--- config.mk ---
export PLATFORM = sky130hd
export DESIGN_NAME = tmrb_top
export DESIGN_NICKNAME = d
export VERILOG_FILES = /design/src/tmrb_pkg.sv /design/src/tmrb_cnt_if.sv /design/src/tmrb_half.sv /design/src/tmrb_top.sv
export VERILOG_INCLUDE_DIRS = /design/src /design/src/src
export SDC_FILE = /design/constraint.sdc
export NUM_CORES = 1
export LEC_CHECK = 0
export ABC_AREA = 1
export BUFFER_PORTS_ARGS = -buffer_cell sky130_fd_sc_hd__buf_2
export CAP_MARGIN = 20
export CORE_MARGIN = 2
export CORE_UTILIZATION = 57
export CTS_CLUSTER_SIZE = 20
export DETAILED_ROUTE_END_ITERATION = 8
export MAX_ROUTING_LAYER = met4
export PLACE_DENSITY = 0.86
export SLEW_MARGIN = 30
export SYNTH_ARGS = -nofsm -noshare
export SYNTH_HDL_FRONTEND = slang
export SYNTH_SLANG_ARGS = --single-unit
--- constraint.sdc ---
create_clock -name CLK_SYS -period 2.3 [get_ports CLK_SYS]
set_input_delay 0 -clock CLK_SYS [delete_from_list [all_inputs] [get_ports CLK_SYS]]
set_output_delay 0 -clock CLK_SYS [all_outputs]
set_load 0.01 [all_outputs]
--- src/tmrb_params.svh ---
`ifndef TMRB_PARAMS_SVH
`define TMRB_PARAMS_SVH

// register byte offsets
`define TMRB_OFF_CTRL_EVEN 8'h00
`define TMRB_OFF_CTRL_ODD 8'h04
`define TMRB_OFF_CNT_EVEN 8'h08
`define TMRB_OFF_CNT_ODD 8'h0c
`define TMRB_OFF_CNT_PAIR 8'h10

// control field positions
`define TMRB_BIT_ENABLE 15
`define TMRB_PS_HI 6
`define TMRB_PS_LO 4
`define TMRB_BIT_PAIR 3
`define TMRB_BIT_SRC 1

// control reset values and writable masks
`define TMRB_CTRL_RESET 16'h0000
`define TMRB_MASK_EVEN 16'h807a
`define TMRB_MASK_ODD 16'h8072

// widths
`define TMRB_HALF_W 16
`define TMRB_ADDR_W 8
`define TMRB_PSC_W 8

`endif

--- src/tmrb_pkg.sv ---
`default_nettype none
`include "tmrb_params.svh"

package tmrb_pkg;

    typedef logic [`TMRB_HALF_W-1:0] tmrb_half_t;
    typedef logic [`TMRB_ADDR_W-1:0] tmrb_addr_t;

    // prescale selector encoding, one code per ratio
    typedef enum logic [2:0] {
        TMRB_DIV1 = 3'h0,
        TMRB_DIV2 = 3'h1,
        TMRB_DIV4 = 3'h2,
        TMRB_DIV8 = 3'h3,
        TMRB_DIV16 = 3'h4,
        TMRB_DIV32 = 3'h5,
        TMRB_DIV64 = 3'h6,
        TMRB_DIV256 = 3'h7
    } tmrb_ps_e;

endpackage

`default_nettype wire

--- src/tmrb_cnt_if.sv ---
`timescale 1ns/1ps
`default_nettype none

interface tmrb_cnt_if;
    import tmrb_pkg::*;
    logic enable;
    logic src_ext;
    tmrb_ps_e ps;
    logic cascade;
    logic carry_in;
    logic ext_in;
    logic wr;
    tmrb_half_t wdata;
    tmrb_half_t count;
    logic carry_out;

    modport ctl (
        output enable, src_ext, ps, cascade, carry_in, ext_in, wr, wdata,
        input count, carry_out
    );
    modport cnt (
        input enable, src_ext, ps, cascade, carry_in, ext_in, wr, wdata,
        output count, carry_out
    );
endinterface

`default_nettype wire

--- src/tmrb_half.sv ---
`timescale 1ns/1ps
`default_nettype none
`include "tmrb_params.svh"

module tmrb_half (
    input wire logic clk,
    input wire logic rst_n,
    input wire logic ce,
    tmrb_cnt_if.cnt cif
);
    import tmrb_pkg::*;

    logic ext_q;
    logic [`TMRB_PSC_W-1:0] psc_reg;
    logic src_evt;
    logic psc_wrap;
    logic tick;

    // terminal prescaler count for each ratio
    function automatic logic [`TMRB_PSC_W-1:0] psc_limit(input tmrb_ps_e ps);
        case (ps)
            TMRB_DIV1: psc_limit = 8'h00;
            TMRB_DIV2: psc_limit = 8'h01;
            TMRB_DIV4: psc_limit = 8'h03;
            TMRB_DIV8: psc_limit = 8'h07;
            TMRB_DIV16: psc_limit = 8'h0f;
            TMRB_DIV32: psc_limit = 8'h1f;
            TMRB_DIV64: psc_limit = 8'h3f;
            TMRB_DIV256: psc_limit = 8'hff;
            default: psc_limit = 8'h00;
        endcase
    endfunction

    // rising edge of the external count input
    always_ff @(posedge clk or negedge rst_n) begin
        if (!rst_n) begin
            ext_q <= 1'b0;
        end else if (ce) begin
            ext_q <= cif.ext_in;
        end
    end

    assign src_evt = cif.src_ext ? (cif.ext_in & ~ext_q) : 1'b1;
    // a count left above a newly lowered limit wraps at once instead of running to overflow
    assign psc_wrap = (psc_reg >= psc_limit(cif.ps));
    // cascaded half counts carries, bypassing its own source and prescaler
    assign tick = cif.enable & (cif.cascade ? cif.carry_in : (src_evt & psc_wrap));

    always_ff @(posedge clk or negedge rst_n) begin
        if (!rst_n) begin
            psc_reg <= 8'h00;
        end else if (ce) begin
            if (!cif.enable || cif.cascade) begin
                psc_reg <= 8'h00;
            end else if (src_evt) begin
                psc_reg <= psc_wrap ? 8'h00 : psc_reg + 8'h01;
            end
        end
    end

    always_ff @(posedge clk or negedge rst_n) begin
        if (!rst_n) begin
            cif.count <= '0;
        end else if (ce) begin
            if (cif.wr) begin
                cif.count <= cif.wdata;
            end else if (tick) begin
                cif.count <= cif.count + 16'h0001;
            end
        end
    end

    assign cif.carry_out = tick & (&cif.count) & ~cif.wr;

endmodule // tmrb_half

`default_nettype wire

--- src/tmrb_top.sv ---
// Contract
// - With pair mode set on the even timer, even and odd count as one 32-bit counter, else as two 16-bit counters.
// - Only the even timer's control register holds the pair mode bit; the odd one reads it as zero.
// - Count source select at one counts rising edges of the external count input, at zero every clock.
// - In pair mode the odd timer's source select is ignored and the even register configures the whole counter.
// - Control bits 2 and 0 are unimplemented and read as zero.
// - The prescaler divides the selected source by 1, 2, 4, 8, 16, 32, 64 or 256.
//
// The APB slave port and the address map were decided locally.
`timescale 1ns/1ps
`default_nettype none
`include "tmrb_params.svh"

module tmrb_top (
    input wire logic CLK_SYS,
    input wire logic RST_N,
    input wire logic CE,
    input wire logic PSEL,
    input wire logic PENABLE,
    input wire logic PWRITE,
    input wire tmrb_pkg::tmrb_addr_t PADDR,
    input wire logic [31:0] PWDATA,
    output logic [31:0] PRDATA,
    output logic PREADY,
    output logic PSLVERR,
    input wire logic EXT_COUNT_INPUT_EVEN,
    input wire logic EXT_COUNT_INPUT_ODD,
    output logic PAIR_ACTIVE,
    output logic [31:0] COUNT_PAIR
);
    import tmrb_pkg::*;

    tmrb_cnt_if even_if ();
    tmrb_cnt_if odd_if ();

    logic [15:0] ctrl_even_reg;
    logic [15:0] ctrl_odd_reg;
    logic pair_mode_select;
    logic setup_phase;
    logic wr_access;
    logic mapped;
    logic [31:0] rdata_next;

    // decode of mapped offsets
    function automatic logic is_mapped(input tmrb_addr_t a);
        is_mapped = (a == `TMRB_OFF_CTRL_EVEN) || (a == `TMRB_OFF_CTRL_ODD) ||
                    (a == `TMRB_OFF_CNT_EVEN) || (a == `TMRB_OFF_CNT_ODD) ||
                    (a == `TMRB_OFF_CNT_PAIR);
    endfunction

    assign PREADY = CE;
    assign setup_phase = PSEL & ~PENABLE;
    assign wr_access = PSEL & PENABLE & PWRITE & CE;
    assign mapped = is_mapped(PADDR);

    // control registers; unimplemented bits never stored
    always_ff @(posedge CLK_SYS or negedge RST_N) begin
        if (!RST_N) begin
            ctrl_even_reg <= `TMRB_CTRL_RESET;
        end else if (wr_access && PADDR == `TMRB_OFF_CTRL_EVEN) begin
            ctrl_even_reg <= PWDATA[15:0] & `TMRB_MASK_EVEN;
        end
    end

    always_ff @(posedge CLK_SYS or negedge RST_N) begin
        if (!RST_N) begin
            ctrl_odd_reg <= `TMRB_CTRL_RESET;
        end else if (wr_access && PADDR == `TMRB_OFF_CTRL_ODD) begin
            ctrl_odd_reg <= PWDATA[15:0] & `TMRB_MASK_ODD;
        end
    end

    assign pair_mode_select = ctrl_even_reg[`TMRB_BIT_PAIR];

    // even half: always configured by its own register
    assign even_if.enable = ctrl_even_reg[`TMRB_BIT_ENABLE];
    assign even_if.src_ext = ctrl_even_reg[`TMRB_BIT_SRC];
    assign even_if.ps = tmrb_ps_e'(ctrl_even_reg[`TMRB_PS_HI:`TMRB_PS_LO]);
    assign even_if.cascade = 1'b0;
    assign even_if.carry_in = 1'b0;
    assign even_if.ext_in = EXT_COUNT_INPUT_EVEN;
    assign even_if.wr = wr_access &&
        (PADDR == `TMRB_OFF_CNT_EVEN || (PADDR == `TMRB_OFF_CNT_PAIR && pair_mode_select));
    assign even_if.wdata = PWDATA[15:0];

    // odd half: in pair mode it takes its enable from the even register and counts the even half's carries
    assign odd_if.enable = pair_mode_select ? ctrl_even_reg[`TMRB_BIT_ENABLE] : ctrl_odd_reg[`TMRB_BIT_ENABLE];
    assign odd_if.src_ext = pair_mode_select ? 1'b0 : ctrl_odd_reg[`TMRB_BIT_SRC];
    assign odd_if.ps = tmrb_ps_e'(ctrl_odd_reg[`TMRB_PS_HI:`TMRB_PS_LO]);
    assign odd_if.cascade = pair_mode_select;
    assign odd_if.carry_in = even_if.carry_out;
    assign odd_if.ext_in = EXT_COUNT_INPUT_ODD;
    assign odd_if.wr = wr_access &&
        (PADDR == `TMRB_OFF_CNT_ODD || (PADDR == `TMRB_OFF_CNT_PAIR && pair_mode_select));
    assign odd_if.wdata = (PADDR == `TMRB_OFF_CNT_PAIR) ? PWDATA[31:16] : PWDATA[15:0];

    tmrb_half u_even (
        .clk(CLK_SYS),
        .rst_n(RST_N),
        .ce(CE),
        .cif(even_if.cnt)
    );

    tmrb_half u_odd (
        .clk(CLK_SYS),
        .rst_n(RST_N),
        .ce(CE),
        .cif(odd_if.cnt)
    );

    // read mux; pair view reads zero outside pair mode
    always_comb begin
        rdata_next = 32'h0000_0000;
        case (PADDR)
            `TMRB_OFF_CTRL_EVEN: rdata_next = {16'h0000, ctrl_even_reg};
            `TMRB_OFF_CTRL_ODD: rdata_next = {16'h0000, ctrl_odd_reg};
            `TMRB_OFF_CNT_EVEN: rdata_next = {16'h0000, even_if.count};
            `TMRB_OFF_CNT_ODD: rdata_next = {16'h0000, odd_if.count};
            `TMRB_OFF_CNT_PAIR: rdata_next = pair_mode_select ? {odd_if.count, even_if.count} : 32'h0000_0000;
            default: rdata_next = 32'h0000_0000;
        endcase
    end

    // read data and error captured in the setup cycle
    always_ff @(posedge CLK_SYS or negedge RST_N) begin
        if (!RST_N) begin
            PRDATA <= 32'h0000_0000;
        end else if (CE && setup_phase) begin
            PRDATA <= PWRITE ? 32'h0000_0000 : rdata_next;
        end
    end

    always_ff @(posedge CLK_SYS or negedge RST_N) begin
        if (!RST_N) begin
            PSLVERR <= 1'b0;
        end else if (CE && setup_phase) begin
            PSLVERR <= ~mapped;
        end
    end

    always_ff @(posedge CLK_SYS or negedge RST_N) begin
        if (!RST_N) begin
            PAIR_ACTIVE <= 1'b0;
        end else if (CE) begin
            PAIR_ACTIVE <= pair_mode_select;
        end
    end

    always_ff @(posedge CLK_SYS or negedge RST_N) begin
        if (!RST_N) begin
            COUNT_PAIR <= 32'h0000_0000;
        end else if (CE) begin
            COUNT_PAIR <= {odd_if.count, even_if.count};
        end
    end

endmodule // tmrb_top

`default_nettype wire

Yosys cells after proc, flatten, opt, wreduce, memory -nomap -nowiden --
Memories as Yosys holds them, arrays and structs flattened. Index checks and enable logic that the tools add are counted.
Word-level totals: register bits 127, latch bits 0, RAM bits 0, bits in read-only memories 128, bits of input ports 48, output and inout bits 67, logic and storage cells 84, memories 2
Cells by class: add/sub/neg operators 4, multipliers 0, divide/modulo/power cells 0, magnitude comparators 2, equal/unequal tests 5, shift operators 0, multiplexer cells 19, bitwise logic cells 17, reduce and logical (&&, ||, !) cells 23
Memories:
- (no name shown) | words 8, bits a word 8, rd ports 1, clocked after memory_dff 0, wr ports 0, RTL line tmrb_half.sv:21 | case (ps)
- (no name shown) | words 8, bits a word 8, rd ports 1, clocked after memory_dff 0, wr ports 0, RTL line tmrb_half.sv:21
Operator list (count):
- 32-bit one-hot mux with 5 select lines | 1
- 16-bit two-way mux | 5
- 32-bit two-way mux | 2
- 8-bit two-way mux | 6
- 16-bit by 1-bit adder with 16-bit output (second input constant) | 2
- 8-bit by 1-bit adder with 8-bit output (second input constant) | 2
- 8-bit by 4-bit equality test with 1-bit output (second input constant) | 2
- 8-bit >= comparator | 2
- 16-bit AND reduction | 1
- 1-bit AND | 12
- 8-bit by 3-bit equality test with 1-bit output (second input constant) | 1
- 8-bit by 5-bit equality test with 1-bit output (second input constant) | 1
- 8-bit logical NOT | 1
- 2-bit AND reduction | 4
- 1-bit logical OR | 7
- 1-bit logical AND | 6
- 2-bit nonzero test | 3
- 1-bit two-way mux | 5
- 1-bit NOT | 5
- 2-bit by 1-bit inequality test with 1-bit output (second input constant) | 1
- 1-bit logical NOT | 1

Longest topological paths before layout --
Gate-level depths: netlist of the first run.
depth after elaboration 11, depth in mapped cells 18, mapped depth without buffers 17

By module --
Synthesis of the first run repeated with hierarchy kept, for this count alone.
Unflattened totals: cells, all modules 996, area, all modules 7464.7 um2
Modules (own cells, without submodules):
- tmrb_top | instances 1, cells an instance 429, area an instance 3673.5 um2, sequential area each 1926.8 um2
- tmrb_half at u_odd | instances 1, cells an instance 284, area an instance 1903.1 um2, sequential area each 625.6 um2
- tmrb_half at u_even | instances 1, cells an instance 283, area an instance 1888.1 um2, sequential area each 625.6 um2

Worst setup path after synthesis of the first run --
No wires, ideal clock.
path type register to register, start register ctrl_odd_reg[6], end register u_odd.cif.count[4], library setup time 116 ps, arrival 1903 ps, required time 2184 ps, setup slack 281 ps, stages on the path, launching flop included 16, buffers on the path 2, clock period less this slack 2019 ps, cell sequence dfrtp_1 > clkbuf_1 > nand3_1 > ha_1 > nand2_1 > nor2_1 > nand4_1 > nand3_1 > nand2_1 > nand2_1 > nand2_2 > nand2_4 > nand2_8 > buf_12 > nand2_2 > nand2_2
On the way: longest elaborated chain between the ends 7
Ends and longest elaborated chain:
- from (decl) | RTL line tmrb_top.sv:37 | logic [15:0] ctrl_odd_reg;
- from (signal assigned) | RTL line tmrb_top.sv:67 | ctrl_odd_reg <= `TMRB_CTRL_RESET;
- from (signal assigned) | RTL line tmrb_top.sv:69 | ctrl_odd_reg <= PWDATA[15:0] & `TMRB_MASK_ODD;
- memory read 8 x 8 bit
- 8-bit >= comparator | RTL line tmrb_half.sv:45 | assign psc_wrap = (psc_reg >= psc_limit(cif.ps));
- 1-bit AND | RTL line tmrb_half.sv:47 | assign tick = cif.enable & (cif.cascade ? cif.carry_in : (src_evt & psc_wrap));
- 1-bit two-way mux | RTL line tmrb_half.sv:47
- 1-bit AND | RTL line tmrb_half.sv:47
- 2-bit nonzero test (no source line)
- 2-bit AND reduction (no source line)
- to (signal assigned) | RTL line tmrb_half.sv:66 | cif.count <= cif.wdata;
- to (signal assigned) | RTL line tmrb_half.sv:68 | cif.count <= cif.count + 16'h0001;
- to (decl) | RTL line tmrb_cnt_if.sv:23 | output count, carry_out
No other way between the ends. A chain may end at the register's enable or synchronous reset.

Worst setup path in the final report of the first run --
start register ctrl_even_reg[5], end register u_even.cif.count[12]
On the way: longest elaborated chain between the ends 6
Ends and longest elaborated chain:
- from (decl) | RTL line tmrb_top.sv:36 | logic [15:0] ctrl_even_reg;
- from (signal assigned) | RTL line tmrb_top.sv:59 | ctrl_even_reg <= `TMRB_CTRL_RESET;
- from (signal assigned) | RTL line tmrb_top.sv:61 | ctrl_even_reg <= PWDATA[15:0] & `TMRB_MASK_EVEN;
- memory read 8 x 8 bit
- 8-bit >= comparator | RTL line tmrb_half.sv:45
- 1-bit AND (2 in a row) | RTL line tmrb_half.sv:47
- 2-bit nonzero test (no source line)
- 2-bit AND reduction (no source line)
- to (signal assigned) | RTL line tmrb_half.sv:66
- to (signal assigned) | RTL line tmrb_half.sv:68
- to (decl) | RTL line tmrb_cnt_if.sv:23
No other way between the ends.

==> impl_results.md, run 1 <==
* Die area at around 0.013 mm2
* WL per Instance at between 15 and 20 um
* Startpoint Class: register
* Mapped Area at about 0.007 mm2
* Minimum clock period after layout at between 2 and 2.5 ns
* Vias at approximately 6600
* Area leader, netlist: dfrtp_1
* Worst Tran Pin Value at between 0.6 and 0.7 ns
* DRT Pass-1 Iters at 5
* Number of global-route vias before repair at just over 6000
* Clock root cell: clkbuf_16
* Post-synthesis sequential area ratio at 0.453
* R2R setup slack at 0.12 ns
* Antenna diode count at 0
* DRT iter0 DRCs at approximately 740
* Design Area, Final at 0.00852 mm2
* First-pass GRT wire length at 30700 um
* Final setup viols at 0
* CP arrival at 2.52 ns
* Final period util at 0.948
* Post-CTS Setup Inserts at 0
* P per Cell Area at around 670 mW/mm2
* Post-synth EDFFs at 0
* Hold path depth at 4
* Total congestion overflow at 0
* R2R depth at 10
* Crit path kind: reg -> reg
* Largest cells by area after synthesis: dfrtp_1 45%, nand2_1 12%, o21ai_0 8.1%
* Clock-pin slew on the worst setup and hold paths at about 0.06 ns
* R2R Path Start: ctrl_even_reg[5]$_DFFE_PN0P_
* Largest net degree at the start of global routing at 66
* Hpwl dp at 13300 um
* Clock H-tree levels at 4
* Synthesized Nets at approximately 940
* Commonest cells in the netlist: 232 x nand2_1, 127 x dfrtp_1, 114 x o21ai_0
* Distinct cells, synth at 51
* Worst EP required at roughly 2.6 ns
* Worst IR Drop VDD at approximately 500 uV
* Hold EP: PSLVERR$_DFFE_PN0P_
* Yosys warnings at 0
* Die X at between 100 and 150 um
* DP Worst Slack at between 0.1 and 0.15 ns
* Syn_area_per_cell at 8.05 um2
* Pleak at between 4 and 5 nW
* # Max-Cap Violations at 0
* Die height at 115 um
* Yosys reg bits at about 130
* Worst Hold Class: in -> reg
* Regs by FF count: COUNT_PAIR (32), PRDATA (32)
* CTS tree: yes
* Initial antenna violation count at 0
* Status: finished, final reports clean
* Final Worst Setup Slack at 0.118 ns
* Hold Path Origin: PSEL
* Clock skew at ~0.011 ns
* Nets@finish at approximately 1100
* Async set-reset flop share out of synthesis at 1.00
* Top-count cell post-synth: nand2_1
* Clk sinks at approximately 130
* Initial Util at 0.584
* Post-route DRC violation count at 0
* Final Util at 0.709
* Slew Limit Fails at 0
* Post-DP Area at ~0.0077 mm2
* Area growth from synthesis to layout at 21.5%
* Core area at ~0.012 mm2
* Post-route ant nets at 0
* Post-synth top flop: dfrtp_1
* I/O pin total at between 100 and 150
* Clk buf depth at 2
* FP Rows at 40
* TNS Setup at 0 ns
* Total GRT Usage at 0.312
* Share of layout cells above drive strength 1 at 0.206
* Vias per cell at between 5 and 6
* Synth Instances at between 800 and 900
* Slew headroom at 0.582
* Final WL at just under 20000 um
* Setup crit end kind: register
* Worst reg2reg endpoint: u_even.cif.count[12]$_DFFE_PN0P_
* Final hold violation count at 0
* Port Buffers at ~110
* Worst-path fanout max at 8
* Clk_lat worst skew at between 0.4 and 0.5 ns
* Final RePlAce weighted congestion at 0.916
* F_max at around 460 MHz
* TritonCTS buffer count at 17
* Top-area cell type share of the netlist area at 0.453
## report_power, final
part / leakage, nW / internal [mW] / switching [mW]
logic: 2.41 / 0.287 / 0.497
registers: 1.61 / 2.32 / 0.0818
clock network: 0.263 / 1.49 / 1.04
## what timing repair did
item,CTS,global route
resized for setup,0,10
endpoints found under the hold margin,70,0
endpoints found under the setup margin,0,27
hold buffers,22,0
## layer usage
metal,share of wire,wire length [um],up-vias,global-route usage
met5,0,0,-,-
met4,0.029,573,0,0.112
met3,0.091,1790,59,0.0743
met2,0.46,8990,336,0.463
met1,0.42,8280,3058,0.420
li1,-,-,3132,-
## metrics by stage
stage / total power [mW] / cells / hold slack [ns]
after floorplan: 2.89 / 871 / -0.296
after global placement: 3.14 / 1104 / 0.0519
after detailed placement: 3.16 / 1104 / 0.0504
after CTS: 5.68 / 1158 / 0.00193
after global routing: 5.94 / 1160 / 0.0184
final: 5.71 / 1160 / 0.000530
## worst max-delay path, cell delays in order (launching register included)
cell and delay [ns]:
dfrtp_2 0.44, nand3_1 0.14, ha_1 0.32, nand2_1 0.07, o21a_1 0.23, nand2_2 0.10, nand3_2 0.10, a21oi_4 0.29
clkbuf_16 0.21, nand2_1 0.05, a22oi_1 0.15
## worst max path at each step
stage / to / depth (start not counted) / start
floorplan: u_odd.cif.count[4]$_DFFE_PN0P_ / 15 / ctrl_odd_reg[6]$_DFFE_PN0P_
detailed placement: u_odd.cif.count[11]$_DFFE_PN0P_ / 16 / ctrl_even_reg[6]$_DFFE_PN0P_
global placement: u_odd.cif.count[9]$_DFFE_PN0P_ / 16 / ctrl_even_reg[6]$_DFFE_PN0P_
global route: u_even.cif.count[12]$_DFFE_PN0P_ / 14 / ctrl_even_reg[6]$_DFFE_PN0P_
finish: u_even.cif.count[12]$_DFFE_PN0P_ / 10 / ctrl_even_reg[5]$_DFFE_PN0P_
CTS: u_odd.cif.count[11]$_DFFE_PN0P_ / 16 / ctrl_even_reg[6]$_DFFE_PN0P_
## cells in the final DEF, fill, tap and decap left out, types with 20 or more instances in the layout
cell and count:
ha_1 20, buf_2 113, inv_1 86, nand3_1 49
nor2_1 37, xor2_1 21, dfrtp_1 123, o21ai_0 114
dlygate4sd3_1 22, nand2_1 231
## cells by family after synthesis
logic type                 share of synthesized area
and+or+nand+nor                                0.245
buffers and inverters                         0.0770
DFF                                            0.453
adders and majority gates                     0.0357
AOI/OAI and AO/OA                              0.160
xor gates and xnor gates                      0.0287
## final cells by class
cell class / count / area [um2]
Timing Repair Buffer: 144 / 926
Clock buffer: 19 / 433
Tap cell: 147 / 184
Sequential cell: 127 / 3180
Multi-Input combinational cell: 616 / 3330
Clock inverter: 13 / 116
Inverter: 94 / 354
Fill cell: 925 / 3490
No activity file was read; power rests on OpenSTA's default activity.
==> run 2: changes to the inputs <==
--- a/config.mk
+++ b/config.mk
@@ -10,11 +10,11 @@
 export BUFFER_PORTS_ARGS = -buffer_cell sky130_fd_sc_hd__buf_2
 export CAP_MARGIN = 20
 export CORE_MARGIN = 2
-export CORE_UTILIZATION = 57
+export CORE_UTILIZATION = 52
 export CTS_CLUSTER_SIZE = 20
 export DETAILED_ROUTE_END_ITERATION = 8
 export MAX_ROUTING_LAYER = met4
-export PLACE_DENSITY = 0.86
+export PLACE_DENSITY = 0.83
 export SLEW_MARGIN = 30
 export SYNTH_ARGS = -nofsm -noshare
 export SYNTH_HDL_FRONTEND = slang
==> constraint.sdc (replaced) <==
create_clock -name CLK_SYS -period 1.91 [get_ports CLK_SYS]
set_input_delay 0 -clock CLK_SYS [delete_from_list [all_inputs] [get_ports CLK_SYS]]
set_output_delay 0 -clock CLK_SYS [all_outputs]
set_load 0.01 [all_outputs]
==> impl_results.md, run 2 (same netlist as run 1, synthesis figures left out) <==
* Top routing layer in use: met4
* Metal2 WL at 10000 um (+11%)
* Initial antenna violation count at 0 (unchanged)
* Initial Util at 0.532 (-0.0522)
* Startpoint Class: register
* Design Area, Final at 0.00929 mm2 (+9.0%)
* Final RePlAce weighted congestion at 0.961 (+4.9%)
* Worst Hold Class: in -> reg
* Status: finished with violations
* R2R Path Start: ctrl_even_reg[6]$_DFFE_PN0P_
* R2R depth at 13 (+3)
* Worst-path fanout max at 7 (-1)
* CP most frequent cell: nand2_1
* CTS tree: yes
* Total congestion overflow at 0 (unchanged)
* Post-DP Area at 0.00794 mm2 (+3.6%)
* Core area at 0.0132 mm2 (+9.8%)
* Clk sinks at 127 (unchanged)
* Clock-pin slew on the worst setup and hold paths at 0.06 ns (about the same)
* Final Worst Setup Slack at -0.294 ns (-0.412 ns)
* Worst IR Drop VDD at 672 uV (+33%)
* F_max at 454 MHz (-1.0%)
* Worst Tran Pin Value at 0.526 ns (-0.101 ns)
* Family with the most delay on the worst path: simple AND/OR/NAND/NOR gates
* Buf+Inv Stages, Crit Path at 2 (+1)
* WL per Instance at 17.5 um (+3.7%)
* TritonCTS buffer count at 17 (unchanged)
* Final hold violation count at 0 (unchanged)
* Slew headroom at 0.649 (+0.0671)
* Failing checks: setup timing
* Vias per cell at 5.70 (+0.45%)
* Hold Slack at 0.00357 ns (+0.00304 ns)
* Die area at 0.0144 mm2 (+9.3%)
* Largest stage delay on the critical path at 0.45 ns (about the same)
* Unrepaired setup endpoints after global routing: yes
* First-pass GRT wire length at 33800 um (+10%)
* Hpwl dp at 14000 um (+5.8%)
* Vias at 7014 (+6.5%)
* DRT Pass-1 Iters at 8 (+3)
* Most frequent cells in the layout: 219 x nand2_1, 121 x dfrtp_1, 113 x buf_2
* Crit path kind: reg -> reg
* Post-route DRC violation count at 0 (unchanged)
* Final Util at 0.704 (-0.00553)
* Routed met1 length at 8580 um (+3.7%)
* Clock root cell: clkbuf_16
* Die height at 120 um (+4.5%)
* Clock H-tree levels at 4 (unchanged)
* Clk buf depth at 2 (unchanged)
* Number of global-route vias before repair at 6747 (+11%)
* Total GRT Usage at 0.312 (about the same)
* Highest-delay cell along the critical path: dfrtp_2
* Nets@finish at 1109 (+3.8%)
* Area growth from synthesis to layout at 32.4%
* DR WL met3 at 2090 um (+17%)
* Worst reg2reg endpoint: u_odd.cif.count[9]$_DFFE_PN0P_
* Slew Limit Fails at 0 (unchanged)
* R2R setup slack at -0.29 ns (-0.41 ns)
* Regs by FF count: COUNT_PAIR (32), PRDATA (32)
* Antenna diode count at 0 (unchanged)
* FP Rows at 42 (+5.0%)
* Setup crit end kind: register
* Clock skew at 0.0118 ns (+0.00114 ns)
* Minimum clock period after layout at 2.20 ns (+0.0222 ns)
* DRT iter0 DRCs at 973 (+31%)
* # Max-Cap Violations at 0 (unchanged)
* Die X at 120 um (+4.5%)
* Final setup viols at 36 (+36)
* Largest net degree at the start of global routing at 36 (-45%)
* Port Buffers at 114 (unchanged)
* Clk_lat worst skew at 0.43 ns (about the same)
* CP arrival at 2.52 ns (about the same)
* Pleak at 4.57 nW (+6.6%)
* Final WL at 21600 um (+9.9%)
* Most common cell after layout, fill and taps aside: nand2_1
* Final period util at 1.15 (+0.205)
* Hold path depth at 4 (unchanged)
* Share of layout cells above drive strength 1 at 0.286 (+0.0793)
* I/O pin total at 115 (unchanged)
* Critical path cell sequence: buf_4 > nand2_2 > ha_4 > a21oi_1 > o21a_1 > a21oi_2 > nand2_1 > nand2_1 > nand2_2 > nand2_8 > clkbuf_16 > nand3_1 > nand2_1
* P per Cell Area at 796 mW/mm2 (+19%)
* Hold Path Origin: PSEL
* Hold EP: PSLVERR$_DFFE_PN0P_
* Post-route ant nets at 0 (unchanged)
* Worst EP required at 2.23 ns (-0.41 ns)
[run 2: per-layer routing]
layer / up-vias / track usage
li1: 3223 / -
met1: 3288 / 0.390
met2: 419 / 0.474
met3: 84 / 0.0841
met4: 0 / 0.144
met5: - / -
[run 2: how the worst max path moves through the flow]
stage                            startpoint  cells past startpoint  slack [ns]                          endpoint
2_1_floorplan  ctrl_even_reg[5]$_DFFE_PN0P_                     17       -0.04    u_odd.cif.count[4]$_DFFE_PN0P_
3_3_place_gp   ctrl_even_reg[5]$_DFFE_PN0P_                     14       -0.08  u_even.cif.count[10]$_DFFE_PN0P_
3_5_place_dp   ctrl_even_reg[6]$_DFFE_PN0P_                     14       -0.19   u_even.cif.count[6]$_DFFE_PN0P_
4_1_cts         ctrl_odd_reg[6]$_DFFE_PN0P_                     13       -0.13    u_odd.cif.count[9]$_DFFE_PN0P_
5_1_grt        ctrl_even_reg[6]$_DFFE_PN0P_                     13       -0.38    u_odd.cif.count[7]$_DFFE_PN0P_
6_report       ctrl_even_reg[6]$_DFFE_PN0P_                     13       -0.29    u_odd.cif.count[9]$_DFFE_PN0P_
[run 2: worst reg2reg max path, delay by kind of cell, from the launching register on]
family	cells	cell delay, ns
simple gates	7	0.56
compound gates	3	0.52
buf+inv	2	0.36
flops	1	0.45
fa+ha+maj	1	0.20
[run 2: repair_timing]
action / in CTS / in global routing
hold buffers: 23 / 0
buffers inserted: 8 / 0
gates cloned: 3 / 1
resized for setup: 63 / 24
pin swaps: 5 / 7
hold endpoints to repair: 134 / 0
setup endpoints to repair: 32 / 44
[run 2: report_power, final]
group	internal, mW	switching [mW]
sequential	2.79	0.0908
clock	2.17	1.26
combinational	0.406	0.668
[run 2: area by class of cell]
| class | instances | area, um2 |
|---|---|---|
| fill | 967 | 3910 |
| clock inverter | 11 | 158 |
| multi-input combinational | 617 | 3610 |
| sequential | 127 | 3190 |
| inverter | 94 | 354 |
| tap | 176 | 220 |
| clock buffer | 21 | 470 |
| timing repair buffer | 184 | 1290 |
[run 2: through the flow]
| step | TNS, ns | setup WS (ns) | cells | power (mW) |
|---|---|---|---|---|
| CTS | -3.48 | -0.135 | 1229 | 7.33 |
| finish | -8.42 | -0.294 | 1230 | 7.39 |
| global placement | -1.81 | -0.0809 | 1163 | 3.84 |
| floorplan | -0.363 | -0.0414 | 871 | 3.48 |
| detailed placement | -4.48 | -0.192 | 1163 | 3.86 |
| global route | -11.81 | -0.385 | 1230 | 7.65 |
